<file path="src/pkg/irl_pkg.sv">
// Shared constants and types of the interrupt request logic.
// Assumes one clock domain and a core that vectors on a presented request.
package irl_pkg;

  // Number of request sources and width of a source index.
  localparam int unsigned NUM_SRC = 10;
  localparam int unsigned SRC_W = 4;

  // Source indices, which are also the polling order, 0 highest.
  localparam logic [3:0] SRC_EXT0 = 4'h0;
  localparam logic [3:0] SRC_UART2 = 4'h1;
  localparam logic [3:0] SRC_T0 = 4'h2;
  localparam logic [3:0] SRC_TWI = 4'h3;
  localparam logic [3:0] SRC_EXT1 = 4'h4;
  localparam logic [3:0] SRC_DDC = 4'h5;
  localparam logic [3:0] SRC_T1 = 4'h6;
  localparam logic [3:0] SRC_USB = 4'h7;
  localparam logic [3:0] SRC_UART1 = 4'h8;
  localparam logic [3:0] SRC_T2 = 4'h9;

  // USB event bit positions inside the USB flag vector.
  localparam int unsigned USB_EVT_W = 7;
  localparam int unsigned USB_EP0_TX = 0;
  localparam int unsigned USB_EP0_RX = 1;
  localparam int unsigned USB_EP1_TX = 2;
  localparam int unsigned USB_EP2_TX = 3;
  localparam int unsigned USB_SUSPEND = 4;
  localparam int unsigned USB_RESUME = 5;
  localparam int unsigned USB_EOP = 6;

  // Service level state: none, low, high, or high nested over low.
  typedef enum logic [3:0] {
    IRL_SVC_NONE = 4'h1,
    IRL_SVC_LOW = 4'h2,
    IRL_SVC_HIGH = 4'h4,
    IRL_SVC_NEST = 4'h8
  } irl_svc_type;

  // Request presented to the core.
  typedef struct packed {
    logic req;
    logic high;
    logic [3:0] src;
  } irl_core_type;

  // Whole state of the top module.
  typedef struct packed {
    logic pin0_q;
    logic pin1_q;
    logic t2_in_q;
    logic ext0_flag;
    logic ext1_flag;
    logic t0_flag;
    logic t1_flag;
    logic t2_flag;
    logic t2ext_flag;
    logic twi_flag;
    logic ddc2b_flag;
    logic ddc1_flag;
    logic swh_flag;
    logic [6:0] usb_flags;
    irl_svc_type svc;
    irl_core_type core;
  } irl_state_type;

  // Value of the state after reset.
  localparam irl_state_type STATE_RESET = '{
    pin0_q: 1'b0, pin1_q: 1'b0, t2_in_q: 1'b1,
    ext0_flag: 1'b0, ext1_flag: 1'b0, t0_flag: 1'b0, t1_flag: 1'b0,
    t2_flag: 1'b0, t2ext_flag: 1'b0, twi_flag: 1'b0, ddc2b_flag: 1'b0,
    ddc1_flag: 1'b0, swh_flag: 1'b0, usb_flags: 7'h00,
    svc: IRL_SVC_NONE, core: '{req: 1'b0, high: 1'b0, src: 4'h0}
  };

endpackage : irl_pkg

</file>
<file path="src/design/irl_arbiter.sv">
// Priority arbiter choosing one enabled request for the core.
// Assumes candidates are already gated by enables; purely combinational.
module irl_arbiter #(
  parameter int unsigned N = 10
) (
  input wire logic [N-1:0] cand,
  input wire logic [N-1:0] prio,
  input irl_pkg::irl_svc_type svc,
  output logic win,
  output logic win_high,
  output logic [3:0] win_src
);

  // Returns the lowest set index, which is the earliest in polling order.
  function automatic logic [3:0] first_set(input logic [N-1:0] v);
    logic [3:0] idx;
    idx = 4'h0;
    for (int i = N - 1; i >= 0; i--) begin
      if (v[i]) begin
        idx = 4'(i);
      end
    end
    return idx;
  endfunction : first_set

  logic [N-1:0] hi_cand;
  logic [N-1:0] lo_cand;

  // High requests beat low ones; a running high routine blocks all, a running
  // low routine admits only high requests.
  always_comb begin
    hi_cand = cand & prio;
    lo_cand = cand & ~prio;
    win = 1'b0;
    win_high = 1'b0;
    win_src = 4'h0;
    if (svc == irl_pkg::IRL_SVC_HIGH || svc == irl_pkg::IRL_SVC_NEST) begin
      win = 1'b0;
    end else if (|hi_cand) begin
      win = 1'b1;
      win_high = 1'b1;
      win_src = first_set(hi_cand);
    end else if (|lo_cand && svc == irl_pkg::IRL_SVC_NONE) begin
      win = 1'b1;
      win_src = first_set(lo_cand);
    end
  end

endmodule : irl_arbiter

</file>
<file path="src/design/irl_top.sv">
// Interrupt request logic: request flags for ten sources, enables,
// two priority levels and presentation of one request to the core.
// Assumes all inputs synchronous to mclk; pulses last one cycle.
// What this block does
// - Ten request sources feed the arbiter
// - First pin level or edge sensed
// - Second pin level or edge sensed
// - Edge flags clear on vector taken
// - Level flag follows active pin
// - Converter completion may drive second pin
// - Timers 0,1 set overflow flags; mode 3
// - Timer 0,1 flags clear when serviced
// - Timer 2 flag cleared only by software
// - Timer 2 external edge also requests
// - Two-wire flag cleared by hardware
// - Display request from three flags
// - Only display status flag hardware cleared
// - USB events raise USB request
// - USB flags cleared only by software
// - Individual enables gated by global enable
// - High preempts low, nothing preempts high
// - Fixed polling order within a level
// - Global enable clear blocks acknowledge
module irl_top (
  input wire logic mclk,
  input wire logic rst,
  input wire logic ext_irq_pin_first_n,
  input wire logic ext_irq_pin_second_n,
  input wire logic first_ext_sense_select,
  input wire logic second_ext_sense_select,
  input wire logic adc_takeover,
  input wire logic adc_done,
  input wire logic timer0_ovf,
  input wire logic timer0_mode3,
  input wire logic timer0_low_ovf,
  input wire logic timer0_high_ovf,
  input wire logic timer1_ovf,
  input wire logic timer2_ovf,
  input wire logic timer_two_overflow_clr,
  input wire logic timer_two_external_input,
  input wire logic timer_two_external_enable,
  input wire logic timer_two_external_clr,
  input wire logic uart1_req,
  input wire logic uart2_req,
  input wire logic twowire_intr_set,
  input wire logic ddc2b_intr_set,
  input wire logic ddc1_intr_set,
  input wire logic ddc1_intr_clr,
  input wire logic protocol_switch_set,
  input wire logic protocol_switch_clr,
  input wire logic [6:0] usb_evt,
  input wire logic [6:0] usb_clr,
  input wire logic global_irq_enable,
  input wire logic [9:0] irq_enable,
  input wire logic [9:0] irq_priority,
  input wire logic irq_ack,
  input wire logic irq_reti,
  output logic irq_req,
  output irl_pkg::irl_core_type irq_core,
  output irl_pkg::irl_svc_type irq_svc,
  output logic first_ext_request_flag,
  output logic second_ext_request_flag,
  output logic timer_zero_overflow_flag,
  output logic timer_one_overflow_flag,
  output logic timer_two_overflow_flag,
  output logic timer_two_external_flag,
  output logic twowire_intr_flag,
  output logic ddc2b_intr_flag,
  output logic ddc1_intr_flag,
  output logic protocol_switch_flag,
  output logic [6:0] usb_flags
);

  irl_pkg::irl_state_type s_q;
  irl_pkg::irl_state_type s_d;
  logic [9:0] pending;
  logic [9:0] cand;
  logic win;
  logic win_high;
  logic [3:0] win_src;
  logic ack_ok;
  logic pin0_act;
  logic pin1_act;
  logic edge0;
  logic edge1;
  logic ext1_evt;
  logic t0_set;
  logic t1_set;
  logic t2_fall;

  // Acknowledge counts only against a presented request while enabled.
  function automatic logic acked(input irl_pkg::irl_state_type s, input logic ok, input logic [3:0] src);
    return ok && s.core.src == src;
  endfunction : acked

  // Pending vector in polling order and its gating by the enables.
  always_comb begin
    pending[irl_pkg::SRC_EXT0] = s_q.ext0_flag;
    pending[irl_pkg::SRC_UART2] = uart2_req;
    pending[irl_pkg::SRC_T0] = s_q.t0_flag;
    pending[irl_pkg::SRC_TWI] = s_q.twi_flag;
    pending[irl_pkg::SRC_EXT1] = s_q.ext1_flag;
    pending[irl_pkg::SRC_DDC] = s_q.ddc2b_flag | s_q.ddc1_flag | s_q.swh_flag;
    pending[irl_pkg::SRC_T1] = s_q.t1_flag;
    pending[irl_pkg::SRC_USB] = |s_q.usb_flags;
    pending[irl_pkg::SRC_UART1] = uart1_req;
    pending[irl_pkg::SRC_T2] = s_q.t2_flag | s_q.t2ext_flag;
    cand = pending & irq_enable & {irl_pkg::NUM_SRC{global_irq_enable}};
  end

  // Arbiter picks the winner for the next presentation.
  irl_arbiter #(
    .N(irl_pkg::NUM_SRC)
  ) u_arb (
    .cand(cand),
    .prio(irq_priority),
    .svc(s_q.svc),
    .win(win),
    .win_high(win_high),
    .win_src(win_src)
  );

  // Next state: flag set and clear, service level, presentation.
  always_comb begin
    s_d = s_q;
    ack_ok = irq_ack && s_q.core.req && global_irq_enable;
    pin0_act = ~ext_irq_pin_first_n;
    pin1_act = ~ext_irq_pin_second_n;
    edge0 = pin0_act && !s_q.pin0_q;
    edge1 = pin1_act && !s_q.pin1_q;
    ext1_evt = adc_takeover ? adc_done : edge1;
    t0_set = timer0_mode3 ? timer0_low_ovf : timer0_ovf;
    t1_set = timer0_mode3 ? timer0_high_ovf : timer1_ovf;
    t2_fall = s_q.t2_in_q && !timer_two_external_input;
    s_d.pin0_q = pin0_act;
    s_d.pin1_q = pin1_act;
    s_d.t2_in_q = timer_two_external_input;
    // External flags: edge mode sets on a falling pin, level mode follows it.
    if (first_ext_sense_select) begin
      s_d.ext0_flag = edge0 || (s_q.ext0_flag && !acked(s_q, ack_ok, irl_pkg::SRC_EXT0));
    end else begin
      s_d.ext0_flag = pin0_act;
    end
    if (second_ext_sense_select || adc_takeover) begin
      s_d.ext1_flag = ext1_evt || (s_q.ext1_flag && !acked(s_q, ack_ok, irl_pkg::SRC_EXT1));
    end else begin
      s_d.ext1_flag = pin1_act;
    end
    // Timer flags; a new set in the clearing cycle wins.
    s_d.t0_flag = t0_set || (s_q.t0_flag && !acked(s_q, ack_ok, irl_pkg::SRC_T0));
    s_d.t1_flag = t1_set || (s_q.t1_flag && !acked(s_q, ack_ok, irl_pkg::SRC_T1));
    s_d.t2_flag = timer2_ovf || (s_q.t2_flag && !timer_two_overflow_clr);
    s_d.t2ext_flag = (t2_fall && timer_two_external_enable)
                     || (s_q.t2ext_flag && !timer_two_external_clr);
    // Two-wire and display flags.
    s_d.twi_flag = twowire_intr_set || (s_q.twi_flag && !acked(s_q, ack_ok, irl_pkg::SRC_TWI));
    s_d.ddc2b_flag = ddc2b_intr_set || (s_q.ddc2b_flag && !acked(s_q, ack_ok, irl_pkg::SRC_DDC));
    s_d.ddc1_flag = ddc1_intr_set || (s_q.ddc1_flag && !ddc1_intr_clr);
    s_d.swh_flag = protocol_switch_set || (s_q.swh_flag && !protocol_switch_clr);
    s_d.usb_flags = usb_evt | (s_q.usb_flags & ~usb_clr);
    // Service level: acknowledge enters a level, return leaves the top one.
    if (ack_ok) begin
      case (s_q.svc)
        irl_pkg::IRL_SVC_NONE: begin
          s_d.svc = s_q.core.high ? irl_pkg::IRL_SVC_HIGH : irl_pkg::IRL_SVC_LOW;
        end
        irl_pkg::IRL_SVC_LOW: begin
          s_d.svc = irl_pkg::IRL_SVC_NEST;
        end
        default: begin
          s_d.svc = s_q.svc;
        end
      endcase
    end else if (irq_reti) begin
      case (s_q.svc)
        irl_pkg::IRL_SVC_NEST: begin
          s_d.svc = irl_pkg::IRL_SVC_LOW;
        end
        default: begin
          s_d.svc = irl_pkg::IRL_SVC_NONE;
        end
      endcase
    end
    // Presentation drops for the cycle after an acknowledge so the cleared
    // flags and new level are seen before the next choice.
    s_d.core.req = win && !ack_ok;
    s_d.core.high = win_high && !ack_ok;
    s_d.core.src = ack_ok ? 4'h0 : win_src;
  end

  // State register.
  always_ff @(posedge mclk or posedge rst) begin
    if (rst) begin
      s_q <= irl_pkg::STATE_RESET;
    end else begin
      s_q <= s_d;
    end
  end

  // Outputs; request handshake is gated by the global enable.
  assign irq_req = s_q.core.req && global_irq_enable;
  assign irq_core = s_q.core;
  assign irq_svc = s_q.svc;
  assign first_ext_request_flag = s_q.ext0_flag;
  assign second_ext_request_flag = s_q.ext1_flag;
  assign timer_zero_overflow_flag = s_q.t0_flag;
  assign timer_one_overflow_flag = s_q.t1_flag;
  assign timer_two_overflow_flag = s_q.t2_flag;
  assign timer_two_external_flag = s_q.t2ext_flag;
  assign twowire_intr_flag = s_q.twi_flag;
  assign ddc2b_intr_flag = s_q.ddc2b_flag;
  assign ddc1_intr_flag = s_q.ddc1_flag;
  assign protocol_switch_flag = s_q.swh_flag;
  assign usb_flags = s_q.usb_flags;
endmodule : irl_top

</file>
<file path="config.mk">
export PLATFORM = sky130hd
export DESIGN_NAME = irl_top
export DESIGN_NICKNAME = d
export VERILOG_FILES = /design/src/pkg/irl_pkg.sv /design/src/design/irl_arbiter.sv /design/src/design/irl_top.sv
export SDC_FILE = /design/constraint.sdc
export NUM_CORES = 1
export LEC_CHECK = 0
export BUFFER_PORTS_ARGS = -buffer_cell sky130_fd_sc_hd__buf_4
export CAP_MARGIN = 20
export CORE_MARGIN = 4
export CORE_UTILIZATION = 46
export CTS_CLUSTER_SIZE = 20
export DETAILED_ROUTE_END_ITERATION = 12
export GPL_ROUTABILITY_DRIVEN = 0
export PLACE_DENSITY = 0.88
export SLEW_MARGIN = 20
export SYNTH_ARGS = -nofsm -noshare
export SYNTH_HDL_FRONTEND = slang
export SYNTH_SLANG_ARGS = --single-unit
</file>
<file path="constraint.sdc">
create_clock -name mclk -period 2.9 [get_ports mclk]
set_input_delay 0.725 -clock mclk [delete_from_list [all_inputs] [get_ports mclk]]
set_output_delay 0.725 -clock mclk [all_outputs]
set_load 0.03 [all_outputs]
</file>
Yosys cells after proc, flatten, opt, wreduce, memory -nomap -nowiden
Cells that the tools add are included.
W data, S select, Z words.
{ "classes": {"eq_ne": 10, "muxes": 39, "bitwise": 13, "reduce_logical": 58} }
{ "ops": {"columns": ["op", "count"], "rows": [
  ["$mux W4", 26],
  ["$and A10 B10 Y10", 4],
  ["$logic_and A1 B1 Y1", 26],
  ["$reduce_or A10 Y1", 2],
  ["$eq A4 B3 Y1 const B", 4],
  ["$logic_not A1 Y1", 14],
  ["$eq A4 B2 Y1 const B", 3],
  ["$logic_or A1 B1 Y1", 12],
  ["$mux W1", 10],
  ["$not A10 Y10", 1],
  ["$pmux W4 S2", 1],
  ["$and A7 B7 Y7", 1],
  ["$not A7 Y7", 1],
  ["$or A7 B7 Y7", 1],
  ["$reduce_or A7 Y1", 1],
  ["$eq A4 B1 Y1 const B", 1],
  ["$eq A4 B4 Y1 const B", 1],
  ["$logic_not A4 Y1", 1],
  ["$mux W3", 1],
  ["$ne A3 B1 Y1 const B", 1],
  ["$or A1 B1 Y1", 3],
  ["$mux W2", 1],
  ["$not A1 Y1", 2],
  ["$reduce_and A2 Y1", 1],
  ["$reduce_bool A2 Y1", 1]
]} }
{ "word_totals": {"ff_bits": 30, "in_bits": 63, "out_inout_bits": 28, "word_cells": 138} }

Depth between registers and ports, before layout
Gate-level depths: netlist (run 1).
{ "depth": {"ltp_word": 19, "ltp_mapped": 7} }

Modules after synthesis
Synthesis (run 1) repeated with hierarchy kept, for this count alone.
{ "hier_totals": {"hier_cells": 208, "hier_area_um2": 1866.8} }
{ "by_module_without_submodules": {"columns": ["module", "instances", "cells_each", "area_per_inst_um2", "seq_area_each_um2"], "rows": [
  ["irl_top", 1, 138, 1446.4, 753.2],
  ["irl_arbiter", 1, 70, 420.4, 0.0]
]} }

Worst setup path before layout (run 1)
Ideal clock, no wire load.
{ "synth_path": {"kind": "flip-flop to flip-flop", "from": "register s_q (netlist bit usb_flags[3])", "to": "register s_q (netlist bit irq_core[0])", "setup_ps": 122, "arrival_ps": 1968, "path_slack_ps": 811, "path_stages_with_launch": 6, "n_path_buf": 0, "cell_sequence": "dfrtp_1 -> or4_4 -> o2111a_2 -> or3_4 -> o21a_1 -> a32o_1"} }
{ "synth_rtl": {"columns": ["element", "line_no", "source"], "rows": [
  ["start: declaration", "irl_top.sv:74", "irl_pkg::irl_state_type s_q;"],
  ["start signal: assignment", "irl_top.sv:194", "s_q <= irl_pkg::STATE_RESET;"]
]} }

==> results of run 1 <==
-- path summary, 6_finish.rpt --
kind | end | slack [ns]
setup reg to reg | irq_core[1] | 0.67
setup / recovery | irq_core[1] | 0.67
max in group asynchronous | irq_svc[0] | 1.70
min in group mclk | first_ext_request_flag | 0.51
hold reg to reg | first_ext_request_flag | 0.51
hold / removal | usb_flags[0] | 0.49
-- report_power, final --
group	switching [mW]	total (mW)	internal, mW
clock	0.155	0.407	0.252
combinational	0.219	0.406	0.188
sequential	0.0519	0.515	0.464
total	0.426	1.33	0.904
-- logic make-up (layout without fill, tap and decap cells) --
kind of cell,after synthesis,count (layout),synth area share
buffers and inverters,37,117,0.116
and+or+nand+nor,67,67,0.225
muxes,3,3,0.0171
DFF,30,30,0.412
AOI/OAI and AO/OA,57,57,0.225
xor gates and xnor gates,1,1,0.00480
-- flip-flops by register name (all words and copies together), names as in the netlist --
signal / cells
ddc2b_intr_flag: 1
first_ext_request_flag: 1
timer_zero_overflow_flag: 1
irq_svc: 4
timer_one_overflow_flag: 1
timer_two_overflow_flag: 1
twowire_intr_flag: 1
ddc1_intr_flag: 1
s_q: 3
usb_flags: 7
irq_core: 6
protocol_switch_flag: 1
timer_two_external_flag: 1
second_ext_request_flag: 1
-- metal layers --
metal  routed length [µm]  part of all wire  GRT usage
met4                   55             0.011     0.0710
met5                    0                 0          0
met1                 1850              0.38      0.229
met3                  511              0.11     0.0710
met2                 2450              0.50      0.340
-- critical path, stage by stage (launching register included) --
cell and delay (ns):
dfrtp_1 0.40, or4_4 0.55, o2111ai_2 0.33, nor4b_4 0.39
o2111ai_1 0.16, a221oi_1 0.29
-- cells in the mapped netlist, drive strengths merged (4+ instances only) --
| cell | count |
|---|---|
| nor2 | 11 |
| inv | 18 |
| a21o | 12 |
| nand2 | 12 |
| dfrtp | 28 |
| nand4b | 7 |
| buf | 19 |
| o21ai | 10 |
| nand4 | 9 |
| nand2b | 4 |
| nand3 | 6 |
| a21oi | 11 |
-- final cells by class --
cell class,instances,area (µm²)
well taps,48,60.1
clock buffers,5,68.8
repair buffers,91,683
fillers,320,1210
inverters,18,67.6
clock inverters,3,40.0
flip-flops and latches,30,753
multi-input cells,128,862
==> metrics.csv, run 1 <==
metric,value,unit
cts-root-buf,clkbuf_8,
postLayoutCellArea,0.00253,mm²
synthTopCellsByArea,"dfrtp_1 (38%), buf_4 (7.0%), a21o_1 (4.1%), inv_1 (3.7%), nand4b_1 (3.4%)",
arrival,2.40,ns
maxCapViolCount,0,
fin_cells,323,
whs,0.489,ns
cts_tree,built,
clk_pin_slew,0.06,ns
setup-tns-final,0,ns
final_common_cell,buf_4,
synth_fp_nets,258,
numCtsBuffers,5,
fin_nets,337,
grt_pass1_vias,1852,
post_cts_buffers,0,
routed_wirelength,4860,µm
rows,22,
power.static_leakage,1.22,nW
cts_hold_buf,0,
vdd_drop_max,0.295,mV
syn_area,0.00183,mm²
hold_violations,0,
worst_slew_pin_slew,0.548,ns
grt_pass1_wl,8030,µm
yosys_register_bits,30,
final_max_slew_viol_count,0,
coreArea,0.00374,mm²
rsz0062_at_grt,false,
drc_errors,0,
die_area,0.00504,mm²
drt-wirelength-per-cell,15.0,µm
drt_iter0_markers,48,
grt_max_degree,24,
port_buffers,90,
clk_path_buf_depth,2,
overflow,0,
most-common-layout-cells,"buf_4 (91), dfrtp_1 (28), inv_1 (18)",
hold_class,input port to asynchronous set/reset pin,
synth_cells,195,
setup.worst_path.start_class,flip-flop,
track_usage,0.199,
antenna_left,0,
status,finished clean,
clk_latency,0.28,ns
cts_sinks,30,
num_vias,1775,
max_freq,449,MHz
netlist.area_leader.share,0.384,
r2r_cells,5,
cts_max_level,2,
syn_area_per_cell,9.37,µm²
diodes,0,
final_core_util,0.677,
synth_top_area_cell,dfrtp_1,
p_total,1.33,mW
dp.cells,315,
finalWorstSetupSlack,0.672,ns
avgViaCountPerCell,5.50,
relSlewSlack,0.634,
synthFlopType,dfrtp_1,
finalClockSkew,0.00476,ns
setup_viol,0,
crit_start,usb_flags[3],
ios,91,
cts-resized-gates,0,
r2r-start,usb_flags[3],
cp-end-kind,flip-flop,
start_util,0.488,
synth-edff-count,0,
p_per_area,524,mW/mm²
die-width,71.0,µm
place_ws,0.617,ns
synthDistinctLibCells,49,
dp.final_hpwl,3980,µm
ys_warn_count,0,
ys_async_sr_fraction,1.00,
finalCritPeriodShare,0.768,
antenna_found_initial,0,
drive_gt1_frac,0.422,
first_pass_iters,4,
post-route-min-period,2.23,ns
crit_path_max_fanout,6,
required,3.07,ns
syn2layout_area_growth,38.8,%
ys_seq_area_frac,0.412,
critPathKind,flip-flop to flip-flop,
die-height,71.0,µm
placed_area,0.00243,mm²
(Power assumes the default switching activity.)
==> inputs of run 2 (changes only) <==
==> constraint.sdc (replaced) <==
create_clock -name mclk -period 2.07 [get_ports mclk]
set_input_delay 0.5175 -clock mclk [delete_from_list [all_inputs] [get_ports mclk]]
set_output_delay 0.5175 -clock mclk [all_outputs]
set_load 0.03 [all_outputs]
==> run 2 against run 1 <==
Global-route usage decreased by 0.11 points. Highest routed layer unchanged. Critical path type unchanged. Sequential cell count unchanged. Final cell count increased by 3.4%.
==> metrics.csv, run 2 (synthesis gave the netlist of run 1 again) <==
metric,value,unit,change
grt_use_met2,0.334,,-0.00618
cts-root-buf,clkbuf_8,,
die-height,71.0,µm,unchanged
overflow,0,,unchanged
relSlewSlack,0.678,,+0.0436
antenna_found_initial,0,,unchanged
switchingPower,0.601,mW,+41%
post_cts_buffers,0,,unchanged
ios,91,,unchanged
p_total,1.88,mW,+42%
cts_hold_buf,0,,unchanged
cts-resized-gates,0,,unchanged
clk_pin_slew,0.07,ns,about the same
drive_gt1_frac,0.444,,+0.0222
post-route-min-period,2.05,ns,-0.179 ns
clk_latency,0.28,ns,about the same
grt_pass1_wl,8000,µm,-0.34%
comb_power_share,0.314,,+0.008
power.static_leakage,1.28,nW,+4.2%
largest_reg_flops,7,,unchanged
avgViaCountPerCell,5.39,,-1.9%
cts_tree,built,,
first_pass_iters,4,,unchanged
seqPwrFrac,0.381,,-0.007
clk_path_buf_depth,2,,unchanged
met1_usage,0.238,,+0.00826
diodes,0,,unchanged
num_vias,1800,,+1.4%
grt_pass1_vias,1818,,-1.8%
port_buffers,90,,unchanged
start_util,0.488,,unchanged
fin_nets,348,,+3.3%
met3_usage,0.0653,,-0.00568
rsz0062_at_grt,true,,
setup_viol,0,,unchanged
die-width,71.0,µm,unchanged
pwr-share-clk,0.305,,-0.002
r2r_cells,5,,unchanged
finalClockSkew,0.0121,ns,+0.00737 ns
drt_iter0_markers,78,,+63%
hold_violations,0,,unchanged
finalCritPeriodShare,0.990,,+0.222
die_area,0.00504,mm²,unchanged
max_freq,488,MHz,+8.7%
top_usage_layer,met2,,
hold_class,input port to asynchronous set/reset pin,,
rows,22,,unchanged
worst_slew_pin_slew,0.480,ns,-0.0677 ns
routed_wirelength,4840,µm,-0.39%
drt-wirelength-per-cell,14.5,µm,-3.7%
cp-end-kind,flip-flop,,
p_int,1.28,mW,+42%
status,finished clean,,
grt_max_degree,17,,-29%
cts_max_level,2,,unchanged
coreArea,0.00374,mm²,unchanged
swShare,0.319,,-0.00120
p_per_area,720,mW/mm²,+37%
crit_path_max_fanout,3,,-3
drc_errors,0,,unchanged
critPathKind,flip-flop to flip-flop,,
antenna_left,0,,unchanged
final_max_slew_viol_count,0,,unchanged
setup.worst_path.start_class,flip-flop,,
setup-tns-final,0,ns,unchanged
cts_sinks,30,,unchanged
dp.final_hpwl,4030,µm,+1.3%
most-common-layout-cells,"buf_4 (102), dfrtp_1 (28), inv_1 (18)",,
track_usage,0.198,,-0.00106
maxCapViolCount,0,,unchanged
final_common_cell,buf_4,,
r2r-start,usb_flags[4],,
rr_endpoint,irq_core[0],,
syn2layout_area_growth,43.3,%,
ff2ff_setup_slack,0.02,ns,-0.65 ns
arrival,2.22,ns,-0.18 ns
required,2.25,ns,-0.82 ns
numCtsBuffers,5,,unchanged
vdd_drop_max,0.527,mV,+78%
[run 2: cell count changes in the layout (fill, tap and decap cells not counted)]
| cell | change |
|---|---|
| buf_4 | +11 |
[run 2: how the worst max path moves through the flow]
stage,start,end,slack (ns),depth (start not counted)
after floorplan,usb_flags[6],irq_core[0],0.02,5
after global placement,usb_flags[6],irq_core[0],0.02,5
after detailed placement,usb_flags[6],irq_core[0],-0.002,5
after CTS,usb_flags[6],irq_core[0],0.0009,5
after global routing,usb_flags[4],irq_core[0],-0.05,5
final,usb_flags[4],irq_core[0],0.02,5
[run 2: worst max-delay path: stages (launching register included)]
cell      delay [ns]
dfrtp_1         0.37
or4_4           0.55
o2111a_2        0.27
or3_4           0.37
o21a_1          0.19
a32o_1          0.21
[run 2: area by class of cell]
type / count / area, µm²
well taps: 48 / 60.1
clock inverters: 3 / 40.0
inverters: 18 / 67.6
fillers: 339 / 1130
repair buffers: 102 / 766
multi-input cells: 128 / 862
flip-flops and latches: 30 / 753
clock buffers: 5 / 68.8
[run 2: power by group through the flow]
stage	combinational, mW	clock (mW)	sequential [mW]
6_report	0.591	0.575	0.718
5_1_grt	0.638	0.619	0.730
4_1_cts	0.595	0.587	0.718
3_5_place_dp	0.594	0	0.728
3_3_place_gp	0.580	0	0.724
2_1_floorplan	0.374	0	0.735
[run 2: per-stage QoR]
| step | instances | hold WS (ns) | utilization | instance area, µm² | setup slack, ns |
|---|---|---|---|---|---|
| 5_1_grt | 334 | 0.154 | 0.699 | 2620 | -0.0456 |
| 3_3_place_gp | 326 | 0.446 | 0.670 | 2510 | 0.0154 |
| 3_5_place_dp | 326 | 0.456 | 0.670 | 2510 | -0.00243 |
| 6_report | 334 | 0.148 | 0.699 | 2620 | 0.0208 |
| 4_1_cts | 334 | 0.151 | 0.699 | 2620 | 0.000898 |
| 2_1_floorplan | 195 | 0.473 | - | 1830 | 0.0162 |
[run 2: routing by layer]
metal | routed length (µm) | up-vias
li1 | - | 881
met1 | 1910 | 847
met2 | 2470 | 70
met3 | 414 | 2
met4 | 40 | 0
met5 | 0 | -
==> inputs of run 3 (changes only) <==
--- a/config.mk
+++ b/config.mk
@@ -5,7 +5,7 @@
 export SDC_FILE = /design/constraint.sdc
 export NUM_CORES = 1
 export LEC_CHECK = 0
-export BUFFER_PORTS_ARGS = -buffer_cell sky130_fd_sc_hd__buf_4
+export BUFFER_PORTS_ARGS = -buffer_cell sky130_fd_sc_hd__buf_2
 export CAP_MARGIN = 20
 export CORE_MARGIN = 4
 export CORE_UTILIZATION = 46
==> constraint.sdc (replaced) <==
create_clock -name mclk -period 2.07 [get_ports mclk]
set_input_delay 0.5175 -clock mclk [delete_from_list [all_inputs] [get_ports mclk]]
set_output_delay 0.5175 -clock mclk [all_outputs]
set_load 0.1 [all_outputs]
==> run 3 against run 2 <==
Count of clock-buffer cells in the layout grew 2. The run now ends with negative setup slack left. Total power grew 16%. Critical path depth is the same. Register-to-register slack lost 0.06 ns. Non-clock buffer count grew 5. Clock power grew 5.4%. Die area is the same. Utilization shrank 4.0 points. Worst setup slack lost 0.065 ns. Clock skew shrank 0.0026 ns. Sequential share of layout area grew 2.0 points. Sequential power is essentially flat.
==> metrics.csv, run 3 (synthesis gave the netlist of run 1 again) <==
metric,value,unit,change
rows,22,,unchanged
track_usage,0.193,,-0.00456
antenna_left,0,,unchanged
crit_path_max_fanout,3,,unchanged
drive_gt1_frac,0.478,,+0.0336
cp-end-kind,flip-flop,,
vdd_drop_max,0.550,mV,+4.4%
numCtsBuffers,5,,unchanged
maxCapViolCount,0,,unchanged
hold_class,input port to asynchronous set/reset pin,,
cp_cell_sequence,"or4_4, o2111a_2, or3_4, o21a_1, a32o_1",,
syn2layout_area_growth,35.1,%,
power.static_leakage,1.22,nW,-4.3%
p_per_area,888,mW/mm²,+23%
post-route-min-period,2.11,ns,+0.0649 ns
diodes,0,,unchanged
clk_path_buf_depth,2,,unchanged
finalWorstSetupSlack,-0.0441,ns,-0.0649 ns
arrival,2.28,ns,+0.06 ns
grt_pass1_wl,7780,µm,-2.8%
clk_pin_slew,0.07,ns,about the same
num_vias,1800,,unchanged
port_buffers,90,,unchanged
setup_viol,1,,+1
status,finished with violations,,
violations,negative setup slack,,
die-height,71.0,µm,unchanged
overflow,0,,unchanged
seqPwrFrac,0.328,,-0.053
switchingPower,0.916,mW,+52%
avgViaCountPerCell,5.31,,-1.5%
most-common-layout-cells,"buf_2 (89), dfrtp_1 (22), inv_1 (18)",,
ios,91,,unchanged
pwr-share-clk,0.276,,-0.029
final_max_slew_viol_count,0,,unchanged
largest_reg_flops,7,,unchanged
max_freq,473,MHz,-3.1%
fin_nets,353,,+1.4%
grt_max_degree,31,,+14
fin_cells,339,,+1.5%
final_common_cell,buf_2,,
die_area,0.00504,mm²,unchanged
swShare,0.418,,+0.0988
p_int,1.28,mW,-0.53%
required,2.24,ns,about the same
start_util,0.488,,unchanged
cts_hold_buf,0,,unchanged
worst_path_max_delay_cell,or4_4,,
dp.cells,327,,+0.31%
routed_wirelength,4740,µm,-2.1%
finalCritPeriodShare,1.02,,+0.0313
grt_pass1_vias,1755,,-3.5%
drt_iter0_markers,34,,-56%
drt-wirelength-per-cell,14.0,µm,-3.5%
cts-root-buf,clkbuf_8,,
setup.worst_path.start_class,flip-flop,,
r2r-start,usb_flags[6],,
whs,0.298,ns,+0.150 ns
dp.final_hpwl,3770,µm,-6.5%
first_pass_iters,4,,unchanged
finalClockSkew,0.00951,ns,-0.00263 ns
cts_sinks,30,,unchanged
comb_power_share,0.396,,+0.082
cts_tree,built,,
worst_slew_pin_slew,0.495,ns,+0.0155 ns
place_ws,-0.0158,ns,-0.0134 ns
drc_errors,0,,unchanged
clk_latency,0.28,ns,about the same
hold_violations,0,,unchanged
relSlewSlack,0.672,,-0.00612
postLayoutCellArea,0.00247,mm²,-5.7%
rsz0062_at_grt,true,,
max_stage_delay,0.55,ns,about the same
critPathKind,flip-flop to flip-flop,,
crit_start,usb_flags[6],,
die-width,71.0,µm,unchanged
coreArea,0.00374,mm²,unchanged
antenna_found_initial,0,,unchanged
placed_area,0.00232,mm²,-7.4%
cts_max_level,2,,unchanged
run 3: cell types whose count changed in the layout (fill, tap and decap cells not counted), moves of 2 or more:
cell	change
buf_2	+89
buf_4	-85
dfrtp_1	-6
dfrtp_2	+6
clkinv_2	-2
run 3: cell type report:
cell class,count,area (µm²)
Multi-Input combinational cell,128,871
Fill cell,324,1270
Sequential cell,30,761
Clock inverter,1,30.0
Timing Repair Buffer,107,593
Tap cell,48,60.1
Clock buffer,7,86.3
Inverter,18,67.6
run 3: routing by layer:
layer,wire length (µm),vias to the layer above,share of wire,GRT usage
met5,0,-,0,0
met1,1980,825,0.42,0.235
li1,-,898,-,-
met3,435,4,0.092,0.0682
met4,27,0,0.0057,0.0585
met2,2300,73,0.49,0.322
run 3: final timing paths:
kind	depth (start not counted)	endpoint	slack, ns
worst min register to register	1	usb_flags[1]	0.50
worst max-delay path	5	irq_core[0]	-0.04
max in group asynchronous	3	s_q[27]	1.45
min in group mclk	1	s_q[27]	0.35
worst max register to register	5	irq_core[0]	-0.04
worst min-delay path	3	irq_svc[2]	0.30
run 3: power by group through the flow:
stage / combinational (mW) / clock (mW) / sequential [mW]
after floorplan: 0.630 / 0 / 0.802
after global routing: 0.914 / 0.647 / 0.730
after detailed placement: 0.858 / 0 / 0.728
final: 0.868 / 0.606 / 0.718
after CTS: 0.861 / 0.619 / 0.718
after global placement: 0.847 / 0 / 0.724
run 3: what timing repair did:
action	CTS	global route
buffers inserted	1	3
setup endpoints to repair	1	4
resized for setup	0	0
cloned	0	0
run 3: metrics by stage:
stage	setup TNS [ns]	power (mW)	utilization
final	-0.0441	2.19	0.659
after global routing	-0.128	2.29	0.659
after CTS	-0.0260	2.20	0.653
after detailed placement	-0.0158	1.59	0.620
after global placement	0	1.57	0.620
after floorplan	-0.0115	1.43	-
run 3: worst max-delay path: cells and delay by family, from the launching register on:
family | cells | cell delay [ns]
simple gates | 2 | 0.92
compound gates | 3 | 0.68
flops | 1 | 0.38
